--- src/include/hpm_pkg.sv ---
// Package for the host port mailbox and register bridge.
// Assumes a single 50 MHz system clock; shared by rtl and bench.
package hpm_pkg;

	// ----------------------------------------
	// Register map (byte addresses)
	// ----------------------------------------
	localparam logic [31:0] ADDR_BRIDGE_ADDRESS = 32'hE0017E3C;
	localparam logic [31:0] ADDR_BRIDGE_DATA = 32'hE0017E40;
	localparam logic [31:0] ADDR_BRIDGE_CONTROL = 32'hE0017E44;
	localparam logic [31:0] ADDR_HOST_EVENT = 32'hE0017E48;
	localparam logic [31:0] ADDR_OUTBOUND_LO = 32'hE0017E4C;
	localparam logic [31:0] ADDR_OUTBOUND_HI = 32'hE0017E50;
	localparam logic [31:0] ADDR_SOCKET_STATUS = 32'hE0017E54;
	localparam logic [31:0] ADDR_INBOUND_LO = 32'hE0017E34;
	localparam logic [31:0] ADDR_INBOUND_HI = 32'hE0017E38;

	// ----------------------------------------
	// Field positions
	// ----------------------------------------
	localparam int CTL_READ_BIT = 0;
	localparam int CTL_WRITE_BIT = 1;
	localparam int CTL_BUSY_BIT = 2;
	localparam int CTL_REFUSED_BIT = 3;
	localparam int EV_WAKE_BIT = 15;
	localparam int EV_IN_FREE_BIT = 14;
	localparam int EV_OUT_LOADED_BIT = 13;
	localparam int EV_READY_BIT = 12;
	localparam int EV_LEVEL_BIT = 11;
	localparam int EV_SM_FAULT_BIT = 7;
	localparam int EV_LINK_FAULT_BIT = 5;
	localparam int EV_SM_IRQ_BIT = 4;

	// ----------------------------------------
	// Reset values and widths
	// ----------------------------------------
	localparam logic [15:0] EVENT_RESET = 16'h4000;
	localparam logic [31:0] WORD_ZERO = 32'h0000_0000;
	localparam logic [15:0] HALF_ZERO = 16'h0000;
	localparam int WORD_W = 32;
	localparam int EVENT_W = 16;

	// Host-side register access request
	typedef struct packed {
		logic rd;
		logic wr;
		logic [31:0] addr;
		logic [31:0] wdata;
	} hpm_req_s;

	// Internal register bus request toward the on-chip space
	typedef struct packed {
		logic rd;
		logic wr;
		logic [31:0] addr;
		logic [31:0] wdata;
	} hpm_bridge_s;

	// Status inputs from the rest of the port
	typedef struct packed {
		logic transfer_ready;
		logic level_ok;
		logic sm_fault;
		logic link_fault;
		logic sm_irq;
		logic [15:0] group_a;
		logic [15:0] group_b;
		logic [31:0] sockets;
	} hpm_status_s;

	typedef enum logic [1:0] {
		HPM_IDLE,
		HPM_READ,
		HPM_WRITE
	} hpm_state_e;

endpackage

--- src/rtl/hpm_bridge.sv ---
// Host register set: two mailboxes, indirect bridge, event register.
// Assumes host requests and firmware strobes are synchronous to clk;
// raw status bits from pins pass a three-stage synchroniser here.
//
// Functional notes
// - Inbound 64-bit mailbox written by host
// - Upper inbound word write sets firmware flag
// - Firmware clearing inbound flag sets free event
// - Inbound free event resets one, host clearable
// - Outbound mailbox read-only, upper write sets bit13
// - Host clearing bit13 sets firmware empty flag
// - 32-bit indirect target address register
// - Bridged accesses are full 32-bit words
// - Data register shows latest read or write
// - Control bit 1 starts bridged write
// - Control bit 0 starts bridged read
// - Control bit 2 busy during access
// - Control bit 3 marks refused access
// - Event register gathers all line causes
// - Masks route events to irq and request
// - Event bit 12 shows port ready
// - Event bit 11 ready and level reached
// - Event bit 7 sticky state machine fault
// - Event bit 5 sticky link fault
// - Event bit 4 state machine host irq
// - Bits 3..0 OR socket group bytes
// - Socket status word, one bit per socket
`timescale 1ns/1ps

module hpm_bridge #(
	parameter int SYNC_W = 5
) (
	input wire logic clk,
	input wire logic rst,
	input wire logic clk_en,
	input wire hpm_pkg::hpm_req_s host_req,
	output logic [31:0] host_rdata,
	output logic host_rvalid,
	input wire logic [31:0] fw_out_lo,
	input wire logic fw_out_lo_wr,
	input wire logic [31:0] fw_out_hi,
	input wire logic fw_out_hi_wr,
	input wire logic fw_in_loaded_clr,
	input wire logic fw_out_free_clr,
	input wire logic fw_sm_fault_clr,
	input wire logic fw_link_fault_clr,
	input wire logic bridge_permit,
	input wire logic [31:0] bus_rdata,
	input wire logic bus_done,
	input wire hpm_pkg::hpm_status_s port_status,
	input wire logic [15:0] irq_mask,
	input wire logic [15:0] req_mask,
	output hpm_pkg::hpm_bridge_s bus_req,
	output logic [63:0] inbound_box,
	output logic inbound_box_loaded_irq,
	output logic outbound_box_free_irq,
	output logic host_irq_line,
	output logic host_request_line
);

	// ----------------------------------------
	// Status synchroniser (pins from the port)
	// ----------------------------------------
	logic [SYNC_W-1:0] s1_q, s2_q, s3_q, stat_q;
	logic [SYNC_W-1:0] raw;
	assign raw = {port_status.transfer_ready, port_status.level_ok,
		port_status.sm_fault, port_status.link_fault,
		port_status.sm_irq};

	always_ff @(posedge clk or posedge rst) begin
		if (rst) begin
			s1_q <= '0;
			s2_q <= '0;
			s3_q <= '0;
			stat_q <= '0;
		end else if (clk_en) begin
			s1_q <= raw;
			s2_q <= s1_q;
			s3_q <= s2_q;
			// Change accepted only when stages two and three agree
			stat_q <= (s2_q & s3_q) | (stat_q & (s2_q | s3_q));
		end
	end

	wire ready_s = stat_q[4];
	wire level_s = stat_q[3];
	wire smf_s = stat_q[2];
	wire lkf_s = stat_q[1];
	wire smi_s = stat_q[0];

	// ----------------------------------------
	// Host decode
	// ----------------------------------------
	function automatic logic hit(input hpm_pkg::hpm_req_s r,
		input logic [31:0] a);
		hit = r.wr && (r.addr == a);
	endfunction

	wire wr_addr = hit(host_req, hpm_pkg::ADDR_BRIDGE_ADDRESS);
	wire wr_data = hit(host_req, hpm_pkg::ADDR_BRIDGE_DATA);
	wire wr_ctl = hit(host_req, hpm_pkg::ADDR_BRIDGE_CONTROL);
	wire wr_event = hit(host_req, hpm_pkg::ADDR_HOST_EVENT);
	wire wr_in_lo = hit(host_req, hpm_pkg::ADDR_INBOUND_LO);
	wire wr_in_hi = hit(host_req, hpm_pkg::ADDR_INBOUND_HI);

	// ----------------------------------------
	// Registers
	// ----------------------------------------
	logic [31:0] addr_q, data_q;
	logic [63:0] in_q, out_q;
	logic refused_q, in_loaded_q, in_free_q, out_loaded_q, out_free_q;
	logic smf_q, lkf_q, smi_q;
	hpm_pkg::hpm_state_e st_q;

	wire idle = (st_q == hpm_pkg::HPM_IDLE);
	wire go_wr = wr_ctl && host_req.wdata[hpm_pkg::CTL_WRITE_BIT] && idle;
	wire go_rd = wr_ctl && host_req.wdata[hpm_pkg::CTL_READ_BIT] && idle
		&& !go_wr;

	always_ff @(posedge clk or posedge rst) begin
		if (rst) begin
			addr_q <= hpm_pkg::WORD_ZERO;
		end else if (clk_en && wr_addr) begin
			addr_q <= host_req.wdata;
		end
	end

	// later of host write or bridged read wins
	always_ff @(posedge clk or posedge rst) begin
		if (rst) begin
			data_q <= hpm_pkg::WORD_ZERO;
		end else if (clk_en) begin
			if (st_q == hpm_pkg::HPM_READ && bus_done) begin
				data_q <= bus_rdata;
			end else if (wr_data) begin
				data_q <= host_req.wdata;
			end
		end
	end

	always_ff @(posedge clk or posedge rst) begin
		if (rst) begin
			st_q <= hpm_pkg::HPM_IDLE;
			refused_q <= 1'b0;
		end else if (clk_en) begin
			case (st_q)
				hpm_pkg::HPM_IDLE: begin
					if ((go_rd || go_wr) && !bridge_permit) begin
						refused_q <= 1'b1;
					end else if (go_wr) begin
						refused_q <= 1'b0;
						st_q <= hpm_pkg::HPM_WRITE;
					end else if (go_rd) begin
						refused_q <= 1'b0;
						st_q <= hpm_pkg::HPM_READ;
					end
				end
				default: begin
					if (bus_done) begin
						st_q <= hpm_pkg::HPM_IDLE;
					end
				end
			endcase
		end
	end

	// free event resets set, cleared by load or host
	always_ff @(posedge clk or posedge rst) begin
		if (rst) begin
			in_q <= {hpm_pkg::WORD_ZERO, hpm_pkg::WORD_ZERO};
			in_loaded_q <= 1'b0;
			in_free_q <= hpm_pkg::EVENT_RESET[hpm_pkg::EV_IN_FREE_BIT];
		end else if (clk_en) begin
			if (wr_in_lo) begin
				in_q[31:0] <= host_req.wdata;
			end
			if (wr_in_hi) begin
				in_q[63:32] <= host_req.wdata;
			end
			// Set wins over a clear in the same cycle
			in_loaded_q <= wr_in_hi || (in_loaded_q && !fw_in_loaded_clr);
			if (fw_in_loaded_clr && in_loaded_q && !wr_in_hi) begin
				in_free_q <= 1'b1;
			end else if (wr_in_hi || (wr_event &&
				host_req.wdata[hpm_pkg::EV_IN_FREE_BIT])) begin
				in_free_q <= 1'b0;
			end
		end
	end

	// host clear sets firmware empty flag
	always_ff @(posedge clk or posedge rst) begin
		if (rst) begin
			out_q <= {hpm_pkg::WORD_ZERO, hpm_pkg::WORD_ZERO};
			out_loaded_q <= 1'b0;
			out_free_q <= 1'b0;
		end else if (clk_en) begin
			if (fw_out_lo_wr) begin
				out_q[31:0] <= fw_out_lo;
			end
			if (fw_out_hi_wr) begin
				out_q[63:32] <= fw_out_hi;
			end
			if (fw_out_hi_wr) begin
				out_loaded_q <= 1'b1;
			end else if (wr_event &&
				host_req.wdata[hpm_pkg::EV_OUT_LOADED_BIT]) begin
				out_loaded_q <= 1'b0;
			end
			out_free_q <= (wr_event && out_loaded_q && !fw_out_hi_wr &&
				host_req.wdata[hpm_pkg::EV_OUT_LOADED_BIT]) ||
				(out_free_q && !fw_out_free_clr);
		end
	end

	always_ff @(posedge clk or posedge rst) begin
		if (rst) begin
			smf_q <= 1'b0;
			lkf_q <= 1'b0;
			smi_q <= 1'b0;
		end else if (clk_en) begin
			smf_q <= smf_s || (smf_q && !fw_sm_fault_clr);
			lkf_q <= lkf_s || (lkf_q && !fw_link_fault_clr);
			smi_q <= smi_s || (smi_q && !(wr_event &&
				host_req.wdata[hpm_pkg::EV_SM_IRQ_BIT]));
		end
	end

	// ----------------------------------------
	// Event assembly and readback
	// ----------------------------------------
	logic [15:0] ev;
	assign ev = {1'b0, in_free_q, out_loaded_q, ready_s,
		ready_s && level_s, 3'b000, smf_q, 1'b0, lkf_q, smi_q,
		|port_status.group_b[15:8], |port_status.group_b[7:0],
		|port_status.group_a[15:8], |port_status.group_a[7:0]};

	logic [15:0] ctl;
	assign ctl = {12'h000, refused_q, !idle,
		st_q == hpm_pkg::HPM_WRITE, st_q == hpm_pkg::HPM_READ};

	logic [31:0] rd_mux;
	always_comb begin
		rd_mux = hpm_pkg::WORD_ZERO;
		if (host_req.addr == hpm_pkg::ADDR_BRIDGE_ADDRESS) begin
			rd_mux = addr_q;
		end else if (host_req.addr == hpm_pkg::ADDR_BRIDGE_DATA) begin
			rd_mux = data_q;
		end else if (host_req.addr == hpm_pkg::ADDR_BRIDGE_CONTROL) begin
			rd_mux = {hpm_pkg::HALF_ZERO, ctl};
		end else if (host_req.addr == hpm_pkg::ADDR_HOST_EVENT) begin
			rd_mux = {hpm_pkg::HALF_ZERO, ev};
		end else if (host_req.addr == hpm_pkg::ADDR_OUTBOUND_LO) begin
			rd_mux = out_q[31:0];
		end else if (host_req.addr == hpm_pkg::ADDR_OUTBOUND_HI) begin
			rd_mux = out_q[63:32];
		end else if (host_req.addr == hpm_pkg::ADDR_SOCKET_STATUS) begin
			rd_mux = port_status.sockets;
		end else if (host_req.addr == hpm_pkg::ADDR_INBOUND_LO) begin
			rd_mux = in_q[31:0];
		end else if (host_req.addr == hpm_pkg::ADDR_INBOUND_HI) begin
			rd_mux = in_q[63:32];
		end
	end

	// ----------------------------------------
	// Registered outputs
	// ----------------------------------------
	always_ff @(posedge clk or posedge rst) begin
		if (rst) begin
			host_rdata <= hpm_pkg::WORD_ZERO;
			host_rvalid <= 1'b0;
			bus_req <= '0;
			inbound_box <= {hpm_pkg::WORD_ZERO, hpm_pkg::WORD_ZERO};
			inbound_box_loaded_irq <= 1'b0;
			outbound_box_free_irq <= 1'b0;
			host_irq_line <= 1'b0;
			host_request_line <= 1'b0;
		end else if (clk_en) begin
			host_rvalid <= host_req.rd;
			if (host_req.rd) begin
				host_rdata <= rd_mux;
			end
			// One-cycle strobe; target answers with a one-cycle done pulse
			bus_req.rd <= go_rd && bridge_permit;
			bus_req.wr <= go_wr && bridge_permit;
			bus_req.addr <= addr_q;
			bus_req.wdata <= data_q;
			inbound_box <= in_q;
			inbound_box_loaded_irq <= in_loaded_q;
			outbound_box_free_irq <= out_free_q;
			host_irq_line <= |(ev & irq_mask);
			host_request_line <= |(ev & req_mask);
		end
	end

endmodule

--- config.mk ---
export PLATFORM = sky130hd
export DESIGN_NAME = hpm_bridge
export DESIGN_NICKNAME = d
export VERILOG_FILES = /design/src/include/hpm_pkg.sv /design/src/rtl/hpm_bridge.sv
export SDC_FILE = /design/constraint.sdc
export NUM_CORES = 1
export LEC_CHECK = 0
export BUFFER_PORTS_ARGS = -buffer_cell sky130_fd_sc_hd__buf_2
export CORE_ASPECT_RATIO = 1.1
export CORE_MARGIN = 3
export CORE_UTILIZATION = 48
export CTS_CLUSTER_DIAMETER = 50
export CTS_CLUSTER_SIZE = 20
export DETAILED_ROUTE_END_ITERATION = 8
export PLACE_DENSITY_LB_ADDON = 0.25
export SETUP_SLACK_MARGIN = 0.15
export SYNTH_ARGS = -nofsm -noshare
export SYNTH_HDL_FRONTEND = slang
export SYNTH_SLANG_ARGS = --single-unit
--- constraint.sdc ---
create_clock -name clk -period 14.3 [get_ports clk]
set_input_delay 2.86 -clock clk [delete_from_list [all_inputs] [get_ports clk]]
set_output_delay 2.86 -clock clk [all_outputs]
set_load 0.05 [all_outputs]
# Word level (Yosys, flattened, before mapping)
# Cells that the tools add are included.
[word_totals]
reg_bits = 389
latchBits = 0
output_inout_bits = 167
n_memories = 0
rom_bits = 0
mem_bits_rw = 0
in_bits = 274
[op_classes]
reduce_logical = 69
addsub = 0
shift = 0
muxes = 23
magnitude_cmp = 0
n_bitwise = 6
eq_ne = 13
n_div = 0
mul = 0
[op_table]
columns = ["operator", "count"]
rows = [
  ["$mux 32", 11],
  ["$eq 32x32->1 const B", 9],
  ["$and 15x16->16", 2],
  ["$reduce_or 16->1", 2],
  ["$reduce_or 8->1", 4],
  ["$logic_and 1x1->1", 30],
  ["$reduce_and 2->1", 8],
  ["$and 5x5->5", 2],
  ["$logic_not 1->1", 10],
  ["$mux 2", 5],
  ["$or 5x5->5", 2],
  ["$reduce_bool 2->1", 4],
  ["$logic_or 1x1->1", 7],
  ["$mux 1", 7],
  ["$reduce_and 4->1", 1],
  ["$ne 3x1->1 const B", 1],
  ["$reduce_and 3->1", 1],
  ["$reduce_bool 3->1", 1],
  ["$eq 2x1->1 const B", 1],
  ["$eq 2x2->1 const B", 1],
  ["$logic_not 2->1", 1],
  ["$ne 2x2->1 const B", 1],
]

# Logic depth before layout (Yosys ltp)
# Gate-level depths: netlist (run 1).
[depth]
word_depth = 10
ltp_mapped = 10
ltp_nobuf = 6

# Least setup slack after synthesis (run 1)
# Ideal clock, no wire load.
[synth_path]
path_type = "input to register"
from = "input host_req[40] in the netlist's numbering"
to = "register host_rdata[0]"
setup_ns = 0.118
stages = 9
n_path_buf = 3
path_slack_ns = 9.646
t_arrival_ns = 4.536
path_cell_list = "and4b_1 buf_2 nand4_2 or3_1 buf_2 buf_6 o21ai_0 a21oi_1 a21o_1"
[synth_via]
elab_chain_len = 10
[synth_lines]
columns = ["item", "line", "text"]
rows = [
  ["start: declaration", "hpm_bridge.sv:36", "input wire hpm_pkg::hpm_req_s host_req,"],
  ["$eq 32x32->1", "hpm_bridge.sv:261", "end else if (host_req.addr == hpm_pkg::ADDR_INBOUND_HI) begin"],
  ["$mux 32", "hpm_bridge.sv:261", ""],
  ["$mux 32", "hpm_bridge.sv:259", "end else if (host_req.addr == hpm_pkg::ADDR_INBOUND_LO) begin"],
  ["$mux 32", "hpm_bridge.sv:257", "end else if (host_req.addr == hpm_pkg::ADDR_SOCKET_STATUS) begin"],
  ["$mux 32", "hpm_bridge.sv:255", "end else if (host_req.addr == hpm_pkg::ADDR_OUTBOUND_HI) begin"],
  ["$mux 32", "hpm_bridge.sv:253", "end else if (host_req.addr == hpm_pkg::ADDR_OUTBOUND_LO) begin"],
  ["$mux 32", "hpm_bridge.sv:251", "end else if (host_req.addr == hpm_pkg::ADDR_HOST_EVENT) begin"],
  ["$mux 32", "hpm_bridge.sv:249", "end else if (host_req.addr == hpm_pkg::ADDR_BRIDGE_CONTROL) begin"],
  ["$mux 32", "hpm_bridge.sv:247", "end else if (host_req.addr == hpm_pkg::ADDR_BRIDGE_DATA) begin"],
  ["$mux 32 *", "hpm_bridge.sv:245", "if (host_req.addr == hpm_pkg::ADDR_BRIDGE_ADDRESS) begin"],
  ["end signal: assignment", "hpm_bridge.sv:271", "host_rdata <= hpm_pkg::WORD_ZERO;"],
  ["end signal: assignment", "hpm_bridge.sv:282", "host_rdata <= rd_mux;"],
  ["end: declaration", "hpm_bridge.sv:37", "output logic [31:0] host_rdata,"],
]
# Every way passes the cells marked *; elsewhere a longest branch is shown, timed or not.
# A chain may end at the register's enable or synchronous reset.

# Worst setup path after layout (run 1)
[layout_path]
from = "input host_req[50] in the netlist's numbering"
to = "register host_rdata[8]"
# The elaborated chain is that of the path after synthesis.

==> summary.txt, run 1 <==
DRC violations left -> 0
worst skew pair latency -> 550 ps
Final period util -> 40.45%
FF-to-FF End -> data_q[19]
register area share after synthesis -> 55.20%
ys async rst share -> 100.0%
R2R Setup Slk -> 11,090 ps
largest area contributor in the netlist -> dfrtp_1
share of Yosys cell area claimed by the top area cell type -> 55.05%
Finish-stage setup viols -> 0
first-pass GRT wire length -> 89.94 mm
CTS tree -> built
Die Y -> 207.0 um
DRT antenna net count -> 0
CTS Root Cell -> clkbuf_16
DRT iter0 DRCs -> 957
DP Area -> 0.02016 mm2
post-CTS setup buffer count -> 0
DRT Wirelength -> 61.22 mm
Hold EP -> host_rvalid
Flop pwr share -> 48.9%
crit start category -> primary input
CP endpoint kind -> flop
worst slew pin tran -> 1262 ps
Post-Route Setup TNS -> 0 ps
Post-synth EDFFs -> 0
Post-Route Skew -> 28.93 ps
vias in the first global route -> 14,270
Tmin final -> 5784 ps
MaxCap Viol Count -> 0
Syn Nets -> 1,637
initial antenna violation count -> 17
Crit Path Max Fanout -> 19
clock buffer count from CTS -> 37
Net Sw Power -> 0.6313 mW
GR Util All Layers -> 30.61%
share of layout cells above drive strength 1 -> 47.94%
Area Overhead vs Synth -> 21.67%
most frequent cells in the layout -> 429 x buf_2, 388 x dfrtp_1, 270 x mux2_2, 74 x nand2_1, 66 x a21oi_1
internal power -> 1.782 mW
YS warnings -> 0
Power Dens Cells -> 112.4 mW/mm2
CTS clk-pin slew, worst paths -> 70 ps
worst hold-check path type -> flop to flop
Worst Setup Path Type -> primary input to flop
Critical Path RT -> 14,700 ps
r2r startpoint -> st_q[1]
die area -> 0.03908 mm2
worst path arrival time -> 6180 ps
Final Slew Violations -> 0
Peak VDD IR -> 81.18 uV
die width -> 188.8 um
wire length per cell -> 26.79 um
ys flop type -> dfrtp_1
routability-driven placement congestion ratio -> 0.8597
IO Pins -> 441
Synth area leaders -> dfrtp_1 55%, mux2_2 17%, mux2_4 2.6%
run status -> complete, no violations
most common cell after layout, fill and taps aside -> buf_2
Max Root-Sink Buffers -> 3
vias -> 13,800
Clk pwr share -> 42.8%
Post-Synthesis Cells -> 1,363
Overflow after GRT -> 0
Switching Fraction -> 26.16%
Cell Area, Synth -> 0.01764 mm2
Slew HR -> 15.67%
Post-CTS Hold Buffers -> 0
vias per cell -> 6.038
Post-Syn Area per Cell -> 12.94 um2
Post-CTS Resized -> 0
Clock Sinks -> 389
hpwl dp -> 41.94 mm
Layout Nets -> 2,039
largest net degree at the start of global routing -> 174
Pre-antenna DRT Iters -> 8
Yosys cell types -> 70
unrepaired setup endpoints after global routing -> no
Initial Util -> 48.76%
combinational share of power -> 8.3%
min-delay src -> host_rvalid
max frequency -> 0.1729 GHz
CTS H-tree depth -> 2
worst hold path depth -> 1
post-route cell area -> 0.02146 mm2
cells on worst reg2reg path -> 6
Rows -> 73
#FFs+latches synth -> 389
final hold violations -> 0
Core Area -> 0.03617 mm2
Port Buffers -> 430
cell leakage power -> 11.10 nW
synth_stat cells (8+ instances only):
| cell | instances |
|---|---|
| buf_6 | 12 |
| buf_1 | 12 |
| a311oi_1 | 13 |
| o221ai_1 | 19 |
| mux2_4 | 30 |
| nand3_1 | 15 |
| and2_1 | 8 |
| a22oi_1 | 14 |
| nor4_4 | 9 |
| dfrtp_1 | 388 |
| nor4_1 | 9 |
| o21ai_1 | 11 |
| nor2_1 | 57 |
| o21ai_0 | 44 |
| or3_1 | 8 |
| buf_2 | 20 |
| mux2_2 | 270 |
| a21o_1 | 10 |
| nand2_1 | 78 |
| clkbuf_1 | 38 |
| a221o_1 | 10 |
| nor3_1 | 9 |
| nand4_1 | 12 |
| mux2i_1 | 34 |
| inv_1 | 10 |
| a21oi_1 | 66 |
| a22o_1 | 31 |
| and3_1 | 19 |
| a222oi_1 | 17 |
routing by layer:
layer | vias up | GRT usage, % | share of wire [%]
li1 | 5917 | - | -
met5 | - | 0 | 0.26
met3 | 172 | 8.751 | 8.8
met4 | 26 | 12.74 | 4.3
met1 | 6955 | 36.35 | 37
met2 | 727 | 52.23 | 49
registers in the layout, indices dropped and copies added, names as in the netlist, 2 cells and up:
signal and count:
bus_req 66, in_q 64, inbound_box 64, out_q 64, addr_q 32, data_q 32, host_rdata 32, s1_q 5
s2_q 5, s3_q 5, stat_q 5, st_q 2
area by class of cell:
type | instances | area, um2
diodes | 4 | 10.01
fillers | 2992 | 14710
repair buffers | 449 | 2313
clock inverters | 29 | 309.0
well taps | 487 | 609.3
inverters | 10 | 45.04
clock buffers | 39 | 975.9
flip-flops and latches | 389 | 9736
multi-input cells | 878 | 7458
critical path, cell delays in order:
cell and delay, ps:
buf_2 120, nor4_4 570, nand4_4 470, nor2_4 720
nand3_1 860, o221ai_1 450, o21ai_1 120
metrics by stage:
stage | util [%] | std cells | hold WS [ps] | total power [mW] | setup WS, ps
2_1_floorplan | - | 1363 | 442.8 | 1.302 | 629.1
3_3_place_gp | 55.74 | 2213 | 461.1 | 1.394 | 8108
3_5_place_dp | 55.74 | 2213 | 465.6 | 1.401 | 8036
4_1_cts | 59.29 | 2281 | 482.0 | 2.426 | 8604
5_1_grt | 59.32 | 2285 | 491.1 | 2.492 | 8390
6_report | 59.32 | 2285 | 477.3 | 2.413 | 8516
worst max path at each step:
stage	startpoint	slack [ps]	end	cells past startpoint
2_1_floorplan	rst	630	addr_q[0]	1
3_3_place_gp	host_req[50]	8110	host_rdata[19]	7
3_5_place_dp	host_req[50]	8040	host_rdata[23]	7
4_1_cts	host_req[50]	8600	host_rdata[8]	7
5_1_grt	host_req[50]	8390	host_rdata[29]	7
6_report	host_req[50]	8520	host_rdata[8]	7
kinds of logic after synthesis:
family,synth area share (%)
flops,55.20
mux,21.72
compound gates,11.16
simple gates,9.145
buf+inv,2.767
power groups by stage:
stage	clock network [mW]	registers, mW	logic, mW
4_1_cts	1.05	1.18	0.202
2_1_floorplan	0	1.20	0.102
3_5_place_dp	0	1.20	0.201
3_3_place_gp	0	1.20	0.196
5_1_grt	1.09	1.18	0.217
6_report	1.03	1.18	0.200
(Power assumes the default switching activity.)
==> run 2: changes to the inputs <==
--- a/config.mk
+++ b/config.mk
@@ -5,10 +5,11 @@
 export SDC_FILE = /design/constraint.sdc
 export NUM_CORES = 1
 export LEC_CHECK = 0
+export ABC_AREA = 1
 export BUFFER_PORTS_ARGS = -buffer_cell sky130_fd_sc_hd__buf_2
 export CORE_ASPECT_RATIO = 1.1
 export CORE_MARGIN = 3
-export CORE_UTILIZATION = 48
+export CORE_UTILIZATION = 54
 export CTS_CLUSTER_DIAMETER = 50
 export CTS_CLUSTER_SIZE = 20
 export DETAILED_ROUTE_END_ITERATION = 8
==> constraint.sdc (replaced) <==
create_clock -name clk -period 5.4 [get_ports clk]
set_input_delay 1.08 -clock clk [delete_from_list [all_inputs] [get_ports clk]]
set_output_delay 1.08 -clock clk [all_outputs]
set_load 0.05 [all_outputs]
==> run 2 against run 1 <==
  * Routed wire length down 4.5%
  * Cell count rose by 33%
  * Sequential share of layout area is 0.88 points lower
  * First-iteration DRC count increased by 29%
  * Clock-buffer cell count grew 2
  * Largest cell class unchanged
  * Largest power group unchanged
  * Highest routed layer unchanged
==> summary.txt, run 2 <==
run status -> complete, no violations
most common cell after layout, fill and taps aside -> nand2_1
Post-Syn Area per Cell -> 8.242 um2
final std cells w/o fill -> 3,049
Area Overhead vs Synth -> 19.90%
initial antenna violation count -> 11
Slew HR -> 21.12%
ys flop type -> dfrtp_1
Top reg by flops -> bus_req
max frequency -> 0.2748 GHz
Yosys cell types -> 43
Cell Area, Synth -> 0.01825 mm2
first-pass GRT wire length -> 88.56 mm
cell leakage power -> 11.94 nW
register area share after synthesis -> 53.35%
Port Buffers -> 430
Crit Path Max Fanout -> 28
CTS clk-pin slew, worst paths -> 70 ps
Power Dens Cells -> 297.2 mW/mm2
Clock Sinks -> 389
vias in the first global route -> 16,260
Final Slew Violations -> 0
die area -> 0.03604 mm2
worst skew pair latency -> 530 ps
Finish-stage setup viols -> 0
Filler cells -> 2,822
ys async rst share -> 100.0%
Peak VDD IR -> 226.7 uV
worst slew pin tran -> 1182 ps
largest area contributor in the netlist -> dfrtp_1
cells on worst reg2reg path -> 7
Post-synth EDFFs -> 0
final hold violations -> 0
Max Root-Sink Buffers -> 3
post-CTS setup buffer count -> 0
worst hold path depth -> 2
share of layout cells above drive strength 1 -> 24.35%
wire length per cell -> 19.17 um
CP Depth -> 12
hpwl dp -> 43.29 mm
worst path arrival time -> 4050 ps
Initial Util -> 55.63%
#FFs+latches synth -> 389
Synth area leaders -> dfrtp_1 53%, nand2_1 14%, inv_1 6.2%
vias -> 16,350
most frequent cells in the layout -> 672 x nand2_1, 429 x buf_2, 388 x dfrtp_1, 300 x inv_1, 154 x nor2_1
IO Pins -> 441
Pre-antenna DRT Iters -> 5
r2r startpoint -> st_q[1]
FF-to-FF End -> data_q[18]
Worst Setup Path Type -> primary input to flop
synth cell count leaders -> 672 x nand2_1, 388 x dfrtp_1, 302 x inv_1
CTS Root Cell -> clkbuf_16
worst hold-check path type -> flop to flop
Critical Path Max Stage Delay -> 760 ps
post-route cell area -> 0.02188 mm2
MaxCap Viol Count -> 0
Post-Route Skew -> 15.42 ps
Post-CTS Resized -> 0
DP Area -> 0.02061 mm2
crit path cell chain -> buf_2 > inv_1 > nand2_1 > nor2_1 > nand2_1 > nor2_4 > buf_4 > nand3_2 > clkinv_1 > nand2_1 > nand3_1 > nand2_1
cell mode on critical path -> nand2_1
vias per cell -> 5.362
Final Power -> 6.503 mW
CTS H-tree depth -> 2
CTS tree -> built
Bufs and invs on worst path -> 4
CP startpoint -> host_req[40]
Critical Path RT -> 5810 ps
Rows -> 69
Overflow after GRT -> 0
Layout Nets -> 2,865
DRT Wirelength -> 58.45 mm
routability-driven placement congestion ratio -> 0.9232
DP Cell Count -> 2,979
DRC violations left -> 0
Die Y -> 198.8 um
largest net degree at the start of global routing -> 165
most numerous cell in the Yosys netlist -> nand2_1
YS warnings -> 0
Tmin final -> 3639 ps
Post-CTS Hold Buffers -> 0
CP top delay family -> simple AND/OR/NAND/NOR gates
share of Yosys cell area claimed by the top area cell type -> 53.21%
Crit-path slowest cell -> clkinv_1
die width -> 181.3 um
max FFs per register -> 66
Core Area -> 0.03281 mm2
DRT antenna net count -> 0
Syn Nets -> 2,488
crit path to -> host_rdata[6]
GR Util All Layers -> 31.66%
DRT iter0 DRCs -> 1,238
Final period util -> 67.38%
unrepaired setup endpoints after global routing -> no
Post-Synthesis Cells -> 2,214
R2R Setup Slk -> 3340 ps
crit start category -> primary input
CP endpoint kind -> flop
clock buffer count from CTS -> 36
==> run 2: per-layer routing <==
metal  global-route usage (%)  share of wire, %
met5                        0             0.051
met4                    19.38               7.2
met3                    5.852               7.3
met2                    55.58                50
met1                    36.06                35
==> run 2: area by class of cell <==
| cell class | instances | area [um2] | area share (%) |
|---|---|---|---|
| Tap cell | 426 | 533.0 | 2.436 |
| Clock inverter | 22 | 285.3 | 1.304 |
| Timing Repair Buffer | 447 | 2307 | 10.54 |
| Inverter | 311 | 1177 | 5.381 |
| Sequential cell | 389 | 9736 | 44.50 |
| Clock buffer | 41 | 970.9 | 4.438 |
| Antenna cell | 7 | 17.52 | 0.08006 |
| Multi-Input combinational cell | 1406 | 6853 | 31.32 |
==> run 2: logic make-up after synthesis <==
logic type | Yosys count | share of synthesized area [%]
AND/OR/NAND/NOR | 990 | 22.73
buffers and inverters | 419 | 9.126
flip-flops | 389 | 53.35
AO/OA/AOI/OAI | 325 | 9.181
multiplexers | 91 | 5.615
==> run 2: where the power goes <==
part | internal, mW | switching [mW] | leakage (nW) | total (mW)
Clock | 1.53 | 1.21 | 0.619 | 2.74
Sequential | 3.05 | 0.0774 | 4.81 | 3.13
Combinational | 0.223 | 0.418 | 6.51 | 0.641
Total | 4.80 | 1.70 | 11.9 | 6.50
==> run 2: worst min-delay path by stage <==
stage	from	slack, ps	end
detailed placement	inbound_box[2]	460	inbound_box[2]
finish	inbound_box[2]	470	inbound_box[2]
CTS	inbound_box[2]	470	inbound_box[2]
floorplan	out_free_q	450	out_free_q
global placement	inbound_box[2]	450	inbound_box[2]
global route	rst	490	bus_req[45]
==> run 2: worst register-to-register path, stage by stage (launching register included) <==
cell	delay, ps
dfrtp_1	410
nor2_1	410
nand2_1	170
o21ai_2	100
nand2_2	200
buf_4	380
nor2_1	180
a21oi_1	70
==> run 2: metrics by stage <==
step	TNS [ps]	hold WS, ps	worst slack [ps]	utilization (%)
after floorplan	-353500	448.8	-911.1	-
after global placement	0	448.5	1334	62.81
after detailed placement	0	455.4	1271	62.81
after CTS	0	471.9	1827	66.64
after global routing	0	490.7	1519	66.69
final	0	467.2	1761	66.69
